$ cat src/hdl/tape_ctl_pkg.sv
// Constants and carrier types for the paper tape unit I/O controller
package tape_ctl_pkg;

  ////////////////////////////////////////////////////////////////////////////
  // Timing
  localparam int CLK_PERIOD_NS = 4;
  localparam int REPLY_NS      = 200;
  localparam int REPLY_CYC     = (REPLY_NS + CLK_PERIOD_NS - 1) / CLK_PERIOD_NS;
  localparam int WARMUP_MS     = 1000;
  localparam int WARMUP_CYC    = WARMUP_MS * 1000000 / CLK_PERIOD_NS;
  localparam int WARM_W        = 28;
  localparam int REPLY_W       = 6;

  ////////////////////////////////////////////////////////////////////////////
  // Strappable unit addresses
  localparam logic [7:0] ADDR_COMBO  = 8'h13;
  localparam logic [7:0] ADDR_SINGLE = 8'h03;

  ////////////////////////////////////////////////////////////////////////////
  // Command byte bit positions
  localparam int CMD_DIS   = 0;
  localparam int CMD_EN    = 1;
  localparam int CMD_STOP  = 2;
  localparam int CMD_RUN   = 3;
  localparam int CMD_STEP  = 4;
  localparam int CMD_CONT  = 5;
  localparam int CMD_WRITE = 6;
  localparam int CMD_READ  = 7;

  ////////////////////////////////////////////////////////////////////////////
  // Status byte bit positions
  localparam int ST_LOST  = 0;
  localparam int ST_STILL = 3;
  localparam int ST_BUSY  = 4;
  localparam int ST_MORE  = 5;
  localparam int ST_UNAV  = 7;

  ////////////////////////////////////////////////////////////////////////////
  // Reset values and buffer shape
  localparam logic RST_XMIT   = 1'b1;
  localparam int   BUF_DEPTH  = 2;
  localparam logic [1:0] BUF_FULL = 2'h2;

  ////////////////////////////////////////////////////////////////////////////
  // Carriers
  typedef struct packed {
    logic       sel;
    logic       order;
    logic       rreq;
    logic       wdat;
    logic       sreq;
    logic       init;
    logic [7:0] lines;
  } host_pins_t;

  typedef struct packed {
    logic       rd_strobe;
    logic [7:0] rd_char;
    logic       rd_load;
    logic       rd_pwr_off;
    logic       pn_local;
    logic       pn_low;
    logic       pn_sync;
    logic       pn_pwr_ok;
  } tape_pins_t;

  typedef struct packed {
    logic       feed;
    logic       pn_power;
    logic       pn_motor;
    logic       pn_fire;
    logic [7:0] pn_data;
  } tape_out_t;

endpackage

$ cat src/hdl/tape_unit_io_controller.sv
// Paper tape reader and punch controller on a byte-wide multiplexor bus
//
// How it works
// - Selected flag sets when strobe meets the strapped address (13h or 03h).
// - Reply rises 200 ns after selection; only a selected unit serves requests.
// - Status: lost bit 0, stationary 3, busy 4, check-more 5, unavailable 7.
// - Command bits: disable, enable, stop, run, step, continuous, punch, reader.
// - Unavailable: reader load or power off; punch local or low tape.
// - Reader busy clears on a loaded character, sets on a host data request.
// - Punch busy from host character entering the buffer until punched.
// - Punch power-up holds busy about one second.
// - Stationary when motion and feed both reset; always zero in punch mode.
// - Check-more is lost OR stationary; always zero in punch mode.
// - Lost sets when a character lands before the previous was requested.
// - Command flags load only when the order strobe meets the selected flag.
// - Reader selection resets punch select, enabling reader status.
// - Punch selection sets punch select and power and raises pending interrupt.
// - Motion drives tape; continuous flag picks slew or single steps.
// - Bit 1 enables, bit 0 disables interrupts; pending still recorded.
// - Interrupt on reader character, entering punch mode, punch drained.
// - Pending flag reaches attention only while interrupts are enabled.
// - Stop halts reader after next character; in punch mode stops motor.
// - Run starts reader tape; in punch mode starts the motor.
// - Step mode advances one character then waits for a data request.
// - Init clears all flags, sets transmit; mode change does partial init.
`timescale 1ns/1ns
module tape_unit_io_controller #(
  parameter logic [7:0] DEV_ADDR = tape_ctl_pkg::ADDR_COMBO,
  parameter int         WARMUP   = tape_ctl_pkg::WARMUP_CYC
) (
  input  wire logic                     sys_clk_i,
  input  wire logic                     rst_b_i,
  input  wire tape_ctl_pkg::host_pins_t host_i,
  input  wire tape_ctl_pkg::tape_pins_t tape_i,
  output logic                          handshake_reply_o,
  output logic [7:0]                    host_data_o,
  output logic                          attention_o,
  output tape_ctl_pkg::tape_out_t       tape_o
);
  import tape_ctl_pkg::*;

  ////////////////////////////////////////////////////////////////////////////
  // State
  typedef struct packed {
    host_pins_t              h1;
    host_pins_t              h2;
    host_pins_t              h3;
    tape_pins_t              t1;
    tape_pins_t              t2;
    tape_pins_t              t3;
    logic                    selected;
    logic [REPLY_W-1:0]      reply_cnt;
    logic                    reply;
    logic                    punch_sel;
    logic                    power;
    logic                    irq_pend;
    logic                    irq_en;
    logic                    motion;
    logic                    cont;
    logic                    feed;
    logic                    xmit;
    logic                    stop_pend;
    logic                    lost;
    logic                    motor;
    logic [7:0]              rd_buf;
    logic [7:0]              host_data;
    logic [BUF_DEPTH-1:0][7:0] fifo;
    logic                    wp;
    logic                    rp;
    logic [1:0]              cnt;
    logic                    warming;
    logic [WARM_W-1:0]       warm_cnt;
    logic                    fire;
    logic [7:0]              pn_data;
  } state_t;

  state_t q;
  state_t d;

  ////////////////////////////////////////////////////////////////////////////
  // Edges and derived status
  logic       sel_rise;
  logic       ord_rise;
  logic       rd_rise;
  logic       wr_rise;
  logic       st_rise;
  logic       strb_rise;
  logic       psync_rise;
  logic       pwr_rise;
  logic       addr_hit;
  logic       gated_order_strobe;
  logic       host_active;
  logic       unit_unavailable;
  logic       stationary_flag;
  logic       char_lost_flag;
  logic       busy_flag;
  logic       check_more_flag;
  logic       mode_change;
  logic [7:0] status_byte;
  logic       buf_in_valid;
  logic       buf_in_ready;
  logic       buf_out_valid;
  logic       buf_out_ready;

  // Edges compare stage two against stage three of each synchroniser
  assign sel_rise   = q.h2.sel & ~q.h3.sel;
  assign ord_rise   = q.h2.order & ~q.h3.order;
  assign rd_rise    = q.h2.rreq & ~q.h3.rreq & q.selected;
  assign wr_rise    = q.h2.wdat & ~q.h3.wdat & q.selected;
  assign st_rise    = q.h2.sreq & ~q.h3.sreq & q.selected;
  assign strb_rise  = q.t2.rd_strobe & ~q.t3.rd_strobe & ~q.punch_sel;
  assign psync_rise = q.t2.pn_sync & ~q.t3.pn_sync;
  assign pwr_rise   = q.t2.pn_pwr_ok & ~q.t3.pn_pwr_ok;
  assign addr_hit   = q.h2.lines == DEV_ADDR;

  assign gated_order_strobe = ord_rise & q.selected;
  assign host_active = q.h2.sel ? addr_hit
                     : q.selected & (q.h2.order | q.h2.rreq | q.h2.wdat | q.h2.sreq);

  assign unit_unavailable = q.punch_sel ? (q.t2.pn_local | q.t2.pn_low)
                          : (q.t2.rd_load | q.t2.rd_pwr_off);
  assign stationary_flag = ~q.punch_sel & ~q.motion & ~q.feed;
  assign char_lost_flag  = ~q.punch_sel & q.lost;
  assign check_more_flag = char_lost_flag | stationary_flag;
  // Reader busy is the transmit flag: low only while an unrequested character waits
  assign busy_flag = q.punch_sel ? (q.cnt != 2'h0) | q.warming : q.xmit;

  always_comb begin
    status_byte           = 8'h00;
    status_byte[ST_LOST]  = char_lost_flag;
    status_byte[ST_STILL] = stationary_flag;
    status_byte[ST_BUSY]  = busy_flag;
    status_byte[ST_MORE]  = check_more_flag;
    status_byte[ST_UNAV]  = unit_unavailable;
  end

  // Mode change seen on a gated command
  assign mode_change = gated_order_strobe &
                       ((q.h2.lines[CMD_WRITE] & ~q.punch_sel) | (q.h2.lines[CMD_READ] & q.punch_sel));

  // Two-entry punch buffer; a write while full is dropped by the ready term
  assign buf_in_valid  = wr_rise & q.punch_sel;
  assign buf_in_ready  = q.cnt != BUF_FULL;
  assign buf_out_valid = q.cnt != 2'h0;
  assign buf_out_ready = psync_rise & q.motor & ~q.warming;

  ////////////////////////////////////////////////////////////////////////////
  // Next state
  always_comb begin
    logic [7:0] c;
    logic       push;
    logic       pop;
    c    = q.h2.lines;
    push = buf_in_valid & buf_in_ready;
    pop  = buf_out_valid & buf_out_ready;
    d    = q;
    d.h1 = host_i;
    d.h2 = q.h1;
    d.h3 = q.h2;
    d.t1 = tape_i;
    d.t2 = q.t1;
    d.t3 = q.t2;
    d.fire = 1'b0;

    // Selection and reply
    if (sel_rise) begin
      d.selected = addr_hit;
    end
    if (!host_active) begin
      d.reply_cnt = '0;
      d.reply     = 1'b0;
    end else if (q.reply_cnt == REPLY_W'(REPLY_CYC - 1)) begin
      d.reply = 1'b1;
    end else begin
      d.reply_cnt = q.reply_cnt + REPLY_W'(1);
    end

    // Status read hands over the byte and clears sticky flags; later sets win
    if (st_rise) begin
      d.host_data = status_byte;
      d.irq_pend  = 1'b0;
      d.lost      = 1'b0;
    end

    // Reader data request
    if (rd_rise && !q.punch_sel) begin
      d.host_data = q.rd_buf;
      d.xmit      = 1'b1;
      if (q.motion && !q.cont) begin
        d.feed = 1'b1;
      end
    end

    // Character from the reader head
    if (strb_rise) begin
      d.rd_buf = q.t2.rd_char;
      if (!d.xmit) begin
        d.lost = 1'b1;
      end
      d.xmit     = 1'b0;
      d.irq_pend = 1'b1;
      if (!q.cont || q.stop_pend) begin
        d.feed = 1'b0;
      end
      if (q.stop_pend) begin
        d.motion    = 1'b0;
        d.stop_pend = 1'b0;
      end
    end

    // Punch buffer
    if (push) begin
      d.fifo[q.wp] = c;
      d.wp         = ~q.wp;
    end
    if (pop) begin
      d.pn_data = q.fifo[q.rp];
      d.fire    = 1'b1;
      d.rp      = ~q.rp;
      if (q.cnt == 2'h1 && !push) begin
        d.irq_pend = 1'b1;
      end
    end
    d.cnt = q.cnt + {1'b0, push} - {1'b0, pop};

    // Punch warm-up hold-off
    if (pwr_rise) begin
      d.warming  = 1'b1;
      d.warm_cnt = '0;
    end else if (!q.t2.pn_pwr_ok) begin
      d.warming = 1'b0;
    end else if (q.warming) begin
      if (q.warm_cnt == WARM_W'(WARMUP - 1)) begin
        d.warming  = 1'b0;
        d.irq_pend = 1'b1;
      end else begin
        d.warm_cnt = q.warm_cnt + WARM_W'(1);
      end
    end

    // Command byte
    if (gated_order_strobe) begin
      if (mode_change) begin
        d.irq_pend  = 1'b0;
        d.cnt       = 2'h0;
        d.wp        = 1'b0;
        d.rp        = 1'b0;
        d.irq_en    = 1'b0;
        d.motion    = 1'b0;
        d.cont      = 1'b0;
        d.feed      = 1'b0;
        d.stop_pend = 1'b0;
        d.xmit      = RST_XMIT;
      end
      if (c[CMD_READ]) begin
        d.punch_sel = 1'b0;
      end
      if (c[CMD_WRITE]) begin
        d.punch_sel = 1'b1;
        d.power     = 1'b1;
        d.irq_pend  = 1'b1;
      end
      if (c[CMD_EN]) begin
        d.irq_en = 1'b1;
      end
      if (c[CMD_DIS]) begin
        d.irq_en = 1'b0;
      end
      if (c[CMD_STEP]) begin
        d.cont = 1'b0;
      end
      if (c[CMD_CONT]) begin
        d.cont = 1'b1;
      end
      if (c[CMD_STOP]) begin
        if (d.punch_sel) begin
          d.motor = 1'b0;
        end else if (d.motion) begin
          d.stop_pend = 1'b1;
        end
      end
      if (c[CMD_RUN]) begin
        if (d.punch_sel) begin
          d.motor = 1'b1;
        end else begin
          d.motion    = 1'b1;
          d.stop_pend = 1'b0;
          // Step mode only moves while no character is held
          d.feed      = d.cont | d.xmit;
        end
      end
    end

    // Full initialize keeps only the synchronisers, reply handshake, warm-up count and data holding registers
    if (q.h2.init) begin
      d.selected  = 1'b0;
      d.punch_sel = 1'b0;
      d.power     = 1'b0;
      d.irq_pend  = 1'b0;
      d.irq_en    = 1'b0;
      d.motion    = 1'b0;
      d.cont      = 1'b0;
      d.feed      = 1'b0;
      d.stop_pend = 1'b0;
      d.lost      = 1'b0;
      d.motor     = 1'b0;
      d.cnt       = 2'h0;
      d.wp        = 1'b0;
      d.rp        = 1'b0;
      d.warming   = 1'b0;
      d.fire      = 1'b0;
      d.xmit      = RST_XMIT;
    end
  end

  always_ff @(posedge sys_clk_i or negedge rst_b_i) begin
    if (!rst_b_i) begin
      q      <= '0;
      q.xmit <= RST_XMIT;
    end else begin
      q <= d;
    end
  end

  ////////////////////////////////////////////////////////////////////////////
  // Outputs
  assign handshake_reply_o = q.reply;
  assign host_data_o       = q.host_data;
  assign attention_o       = q.irq_pend & q.irq_en;
  assign tape_o.feed       = q.feed & ~q.punch_sel;
  assign tape_o.pn_power   = q.power;
  assign tape_o.pn_motor   = q.motor;
  assign tape_o.pn_fire    = q.fire;
  assign tape_o.pn_data    = q.pn_data;
endmodule

$ cat config.mk
export PLATFORM = sky130hd
export DESIGN_NAME = tape_unit_io_controller
export DESIGN_NICKNAME = d
export VERILOG_FILES = /design/src/hdl/tape_ctl_pkg.sv /design/src/hdl/tape_unit_io_controller.sv
export SDC_FILE = /design/constraint.sdc
export NUM_CORES = 1
export LEC_CHECK = 0
export ABC_AREA = 0
export BUFFER_PORTS_ARGS = -buffer_cell sky130_fd_sc_hd__buf_2
export CORE_ASPECT_RATIO = 1.25
export CORE_MARGIN = 10
export CORE_UTILIZATION = 38
export DETAILED_ROUTE_END_ITERATION = 8
export GPL_TIMING_DRIVEN = 0
export PLACE_DENSITY_LB_ADDON = 0.05
export SETUP_SLACK_MARGIN = 0.4
export SYNTH_ARGS = -nofsm -noshare
export SYNTH_HDL_FRONTEND = slang
export SYNTH_SLANG_ARGS = --single-unit
$ cat constraint.sdc
create_clock -name sys_clk_i -period 3.85 [get_ports sys_clk_i]
set_clock_uncertainty 0.1 [all_clocks]
set_input_delay 0.1925 -clock sys_clk_i [delete_from_list [all_inputs] [get_ports sys_clk_i]]
set_output_delay 0.1925 -clock sys_clk_i [all_outputs]
set_load 0.005 [all_outputs]
======== Word-level counts from Yosys, hierarchy flattened ========
Index checks and enable logic that the tools add are counted.
storage, ports and cells
  word-level logic and storage cells ...... 217
  input port bits ......................... 31
  register bits after elaboration ......... 159
cells by class
  reduce and logical (&&, ||, !) cells .... 19
  bitwise gates (word level) .............. 50
  equal/unequal tests ..................... 8
  multiplexer cells ....................... 70
  $add $sub $neg .......................... 4
  order comparisons ....................... 3
operators by type and width
  kind                     count
  $mux W29                 2
  $mux W28                 2
  $mux W1                  45
  $mux W8                  5
  $add A28 B1 Y28 const B  1
  $eq A28 B28 Y1 const B   1
  $and A1 B1 Y1            27
  $mux W7                  3
  $mux W9                  2
  $bwmux W16               1
  $not A1 Y1               14
  $reduce_bool A2 Y1       7
  $mux W4                  3
  $mux W11                 1
  $or A1 B1 Y1             9
  $demux W8 S1             1
  $eq A8 B5 Y1 const B     1
  $add A6 B1 Y6 const B    1
  $eq A6 B6 Y1 const B     1
  $mux W3                  2
  $mux W6                  1
  $ne A2 B2 Y1 const B     3
  $mux W5                  1
  $logic_and A1 B1 Y1      4
  12 further kinds         16

======== Logic depth before layout (Yosys ltp) ========
Gate-level depths: netlist (run 1).
  depth after elaboration ................. 23
  gate-level depth with buffers ........... 11
  gate-level depth less buffers ........... 9

======== Worst setup path after synthesis (run 1) ========
No wires, ideal clock.
  path kind ............................... register to register
  start ................................... reg q[39] (netlist bit)
  end ..................................... reg q[39] (netlist bit)
  clock period less this slack ............ 2,255 ps
  cell stages (with the launch flop) ...... 11
  setup slack ............................. 1,595 ps
  data arrival time ....................... 2,037 ps
  required time ........................... 3,631 ps
  path buffers ............................ 2
  path through ............................ dfrtp_1 -> o21ai_0 -> clkbuf_1 -> clkbuf_1 -> inv_1 -> ha_1 -> inv_1 -> ha_1 -> xor2_1 -> xnor2_1 -> nor2_1
RTL lines
  item         line                           RTL
  from (decl)  tape_unit_io_controller.sv:77  state_t q;

==> results of run 1 <==
area by class of cell:
class	instances	area, µm²
inverter	14	52.55
timing repair buffer	83	598.1
buffer	33	195.2
tap	216	270.3
clock buffer	18	439.2
multi-input combinational	311	2057
fill	1512	8451
clock inverter	14	157.7
sequential	159	3980
worst max path at each step:
stage / start / end / slack, ps / cells past startpoint
6_report: q[37] / q[39] / 1110 / 11
5_1_grt: q[37] / q[39] / 790 / 11
4_1_cts: q[37] / q[39] / 1050 / 11
3_5_place_dp: q[37] / q[39] / 1080 / 11
3_3_place_gp: rst_b_i / q[31] / 80 / 1
2_1_floorplan: q[39] / q[39] / 1590 / 10
metal layers:
layer | up-vias | wire length [µm] | track usage, %
li1 | 1976 | - | -
met1 | 2025 | 5613 | 15.08
met2 | 66 | 6372 | 20.51
met3 | 18 | 487 | 3.484
met4 | 0 | 199 | 4.559
met5 | - | 0 | 0
cells in the final DEF, fill, tap and decap left out, types with 14 or more instances in the layout:
master / Yosys / routed
a21oi_1: 21 / 21
buf_2: 0 / 51
buf_4: 19 / 19
clkbuf_16: 0 / 17
dfrtp_1: 158 / 158
dlygate4sd3_1: 0 / 30
inv_1: 14 / 14
mux2_2: 24 / 24
nand2_1: 43 / 43
nand3_1: 17 / 17
nor2_1: 56 / 56
o21ai_0: 21 / 21
xor2_1: 20 / 20
state kept, by name (all words and copies together), names as in the netlist:
name	flops
q	81
d	58
tape_o	11
host_data_o	8
handshake_reply_o	1
cell families after synthesis:
family          after synthesis  share of synthesized area (%)
mux                          36                          6.212
simple gates                176                          14.87
compound gates               66                          6.630
flops                       159                          63.33
xor+xnor                     26                          3.623
fa+ha+maj                     7                          1.394
buf+inv                      47                          3.942
report_power, final:
| part | internal [mW] | total, mW | leakage [nW] | switching, mW |
|---|---|---|---|---|
| Combinational | 0.0595 | 0.126 | 1.20 | 0.0669 |
| Sequential | 1.72 | 1.75 | 2.05 | 0.0311 |
| Clock | 0.943 | 1.69 | 0.292 | 0.743 |
stage by stage:
stage	hold WS, ps	total power, mW
final	197.6	3.566
after floorplan	-203.1	1.816
after CTS	214.3	3.631
after global routing	240.9	3.721
after global placement	200.3	1.887
after detailed placement	82.92	1.895
critical path: cells and delay by family (launching register included):
family                     cells  cell delay [ps]
buffers and inverters          4             1000
DFF                            1              480
adders and majority gates      2              460
xor gates and xnor gates       2              320
and+or+nand+nor                2              140
AOI/OAI and AO/OA              1              120
==> metrics.txt, run 1 <==
initial antenna violation count 0; DP Cell Count a little under 800; post-synthesis cell area ~0.0063 mm²; Setup crit end kind register; share of layout cells above drive strength 1 a little under a quarter; CTS tree built; synth top area cells dfrtp_1 63%, mux2_2 4.3%, nor2_1 3.3%; clock latency at the later pin of the worst-skew pair ~430 ps; Worst Slack Setup Final 1110 ps; top-area cell type share of the netlist area between 60% and 70%; required time worst endpoint ~4000 ps; 1st-iter DRT viols around 270; Tightest Pin Transition 689.7 ps; DR DRC count 0; final worst path period need between 2000 and 3000 ps; hold buffer count at cts 30; die height ~160 µm; FF-to-FF End q[39]; gr usage total around 12%; cells after synthesis 517; RD Place Congestion 0.7629; Max Clk Rate 0.3650 GHz; fin crit share a little under three quarters; Sink Count 159; RSZ-0062 raised after global routing no; Final Non-Filler Cells 848; worst rel slew slack roughly 54%; slowest library cell on the worst path dfrtp_1; Final Hold Fails 0; syn_nets between 500 and 600; Setup crit start kind register; Ant. Diodes 0; status finished clean; Max-Cap Viols 0; Yosys reg bits 159; setup TNS 0 ps; Hold Path Class in2async; Initial Util between 30% and 40%; final instance area 0.007750 mm²; reg-to-reg slack, setup between 1000 and 1500 ps; Post-synth EDFFs 0; Slew Limit Fails 0; VDD IR-drop max between 0.2 and 0.25 mV; final wirelength 12,670 µm; Vias/cell ~4.8; final net count 657; H-tree depth 4; die area approximately 0.022 mm²; Pleak between 3 and 4 nW; core box area 0.01620 mm²; clock-pin transition on the worst setup and hold timing paths ~70 ps; Power per Cell Area 460.2 mW/mm²; data arrival time of the worst path roughly 3000 ps; Netlist cell types between 50 and 60; via count of the first global-routing pass approximately 4,400; largest net degree at the start of global routing 93; setup bufs post-CTS 0; ys async rst share 100.0%; Final Util between 40% and 50%; Wirelength per Cell around 15 µm; Avg Inst Size Synth 12.16 µm²; Remaining Overflow, GRT 0; cts bufs inserted 17; first-pass GRT wire length approximately 22,000 µm; count leader, synth dfrtp_1; Post-CTS Resized 0; R2R depth 11; Pre-Repair DR Iteration Count 4; critical path class reg2reg; Top FF cell, synth dfrtp_1; pre-CTS setup slack roughly 1100 ps; sequential area share after synthesis about 63%; Top-Level Pins 53; Clock Path Buffers 2; area grow syn2layout 23.31%; post-synth top area cell dfrtp_1; Port Buffers 52; synth warn 0; row cnt 52; Root Driver clkbuf_16; Die X approximately 140 µm; number of setup violations in the final report 0; DP HPWL about 8700 µm; CP Cell Sequence nor4bb_1 > o21ai_0 > clkbuf_1 > clkbuf_1 > inv_1 > ha_1 > inv_1 > ha_1 > xor2_1 > xnor2_1 > nor2_1; r2r startpoint q[37]; area of placed instances 0.006853 mm²; Critical Path Max Stage Delay about 480 ps; vias post-DR 4,085; top post-synthesis cells by count 158 x dfrtp_1, 56 x nor2_1, 43 x nand2_1, 24 x mux2_2; CP Max Fanout 10; Antenna Violating Nets Remaining 0
Note: power is estimated with default switching activity, not from simulation.
==> inputs of run 2 (changes only) <==
==> constraint.sdc (replaced) <==
create_clock -name sys_clk_i -period 2.85 [get_ports sys_clk_i]
set_clock_uncertainty 0.1 [all_clocks]
set_input_delay 0.1425 -clock sys_clk_i [delete_from_list [all_inputs] [get_ports sys_clk_i]]
set_output_delay 0.1425 -clock sys_clk_i [all_outputs]
set_load 0.005 [all_outputs]
==> run 2 against run 1 <==
  * Critical path depth unchanged
  * Clock power increased by 35%
  * Sequential share of layout area decreased by 0.14 points
  * Cell area is 0.31% higher
  * Largest power group unchanged
==> metrics.txt, run 2 (synthesized netlist as in run 1, its figures left out) <==
status finished clean; RSZ-0062 raised after global routing yes; Critical Path Max Stage Delay 470 ps; most frequent cells in the layout 157 x dfrtp_1, 56 x nor2_1, 51 x buf_2, 43 x nand2_1, 30 x dlygate4sd3_1; grt met1 use 15.08%; FILL cells 1,510; max reg flops 81; 1st-iter DRT viols approximately 260; Wirelength per Cell approximately 15 µm; Clock Path Buffers 2; H-tree depth 4; Setup crit end kind register; Slew Limit Fails 0; critical path class reg2reg; Die X between 100 and 150 µm; Root Driver clkbuf_16; Pre-Repair DR Iteration Count 4; Port Buffers 52; share of layout cells above drive strength 1 a little under a quarter; Max-Cap Viols 0; first-pass GRT wire length about 22,000 µm; worst rel slew slack a little over half; Power per Cell Area roughly 620 mW/mm²; Antenna Violating Nets Remaining 0; slowest library cell on the worst path dfrtp_2; Final Hold Fails 0; Vias/cell approximately 4.8; DR DRC count 0; commonest non-fill, non-tap cell in the layout dfrtp_1; Tightest Pin Transition around 700 ps; vias post-DR about 4,100; core box area ~0.016 mm²; CTS tree built; register area between 0.003 and 0.004 mm²; Pleak 3.553 nW; Final Util between 40% and 50%; clock-pin transition on the worst setup and hold timing paths 70 ps; data arrival time of the worst path about 2600 ps; Max Clk Rate about 0.42 GHz; largest net degree at the start of global routing 93; initial antenna violation count 0; routing usage on met3 between 3 and 4%; GR Util met2 roughly a fifth; Setup crit start kind register; CP Cell Sequence nor4bb_2 > o21ai_1 > clkbuf_4 > clkbuf_4 > inv_1 > ha_1 > inv_1 > ha_1 > xor2_1 > xnor2_1 > nor2_1; final worst path period need about 2400 ps; busiest grt layer met2; die height 163.8 µm; area grow syn2layout 23.69%; clock latency at the later pin of the worst-skew pair 430 ps; CP Max Fanout 10; Hold Path Class in2async; required time worst endpoint a little over 3000 ps; final net count 657; via count of the first global-routing pass roughly 4,400; Hold WS between 100 and 150 ps; Sink Count ~160; Multi-input gate area 0.002069 mm²; number of setup violations in the final report 0; cts bufs inserted 17; Top reg by flops q; Initial Util between 30% and 40%; DP Cell Count 786; gr usage total between 10% and 20%; Ant. Diodes 0; row cnt between 50 and 60; die area around 0.022 mm²; RD Place Congestion 0.7629; VDD IR-drop max 0.3341 mV; DP HPWL approximately 8700 µm; Top-Level Pins 53; Final Non-Filler Cells between 800 and 900; final wirelength 12,760 µm; Remaining Overflow, GRT 0; fin crit share 83.12%
## run 2: final cells by class
type                            instances  area share, %
Buffer                                 33          2.640
Multi-Input combinational cell        311          26.62
Clock inverter                         14          2.028
Sequential cell                       159          51.22
Timing Repair Buffer                   83          7.694
Tap cell                              216          3.477
Inverter                               14         0.6760
Clock buffer                           18          5.649
## run 2: final timing paths
kind / startpoint / end / slack, ps / cells past startpoint
min reg2reg: d[117] / d[102] / 240 / 0
max reg2reg: q[37] / q[39] / 480 / 11
max: q[37] / q[39] / 480 / 11
min: rst_b_i / host_data_o[6] / 150 / 2
max in group asynchronous: rst_b_i / d[110] / 1680 / 3
min in group sys_clk_i: d[117] / d[102] / 240 / 0
## run 2: where the power goes
| part | switching, mW | total (mW) | internal [mW] | leakage (nW) |
|---|---|---|---|---|
| Clock | 1.01 | 2.28 | 1.27 | 0.292 |
| Combinational | 0.0908 | 0.171 | 0.0806 | 1.22 |
| Sequential | 0.0428 | 2.37 | 2.33 | 2.04 |
## run 2: layer usage
layer	vias to the layer above	routed length, µm
met1	2031	5685
met2	63	6440
met3	17	442
met5	-	0
li1	1972	-
met4	0	194
## run 2: metrics by stage
step	setup TNS, ps	power [mW]	cell area (µm²)	worst slack (ps)
4_1_cts	0	4.906	7757	404.5
6_report	0	4.823	7774	481.1
3_3_place_gp	-135340	2.550	6815	-868.0
3_5_place_dp	0	2.559	6853	75.89
2_1_floorplan	0	2.453	6285	594.7
5_1_grt	0	5.027	7774	261.2
## run 2: what timing repair did
action | in CTS | in global routing
hold buffers | 30 | 0
buffers inserted | 0 | 0
endpoints found under the hold margin | 96 | 0
gates resized for setup | 4 | 8
endpoints found under the setup margin | 2 | 24
cloned | 0 | 0
## run 2: worst max-delay path: cells and delay by family (launching register included)
kind                       cells  cell delay, ps
AOI/OAI and AO/OA              1             130
xor gates and xnor gates       2             310
adders and majority gates      2             360
buffers and inverters          4             550
DFF                            1             470
and+or+nand+nor                2             330
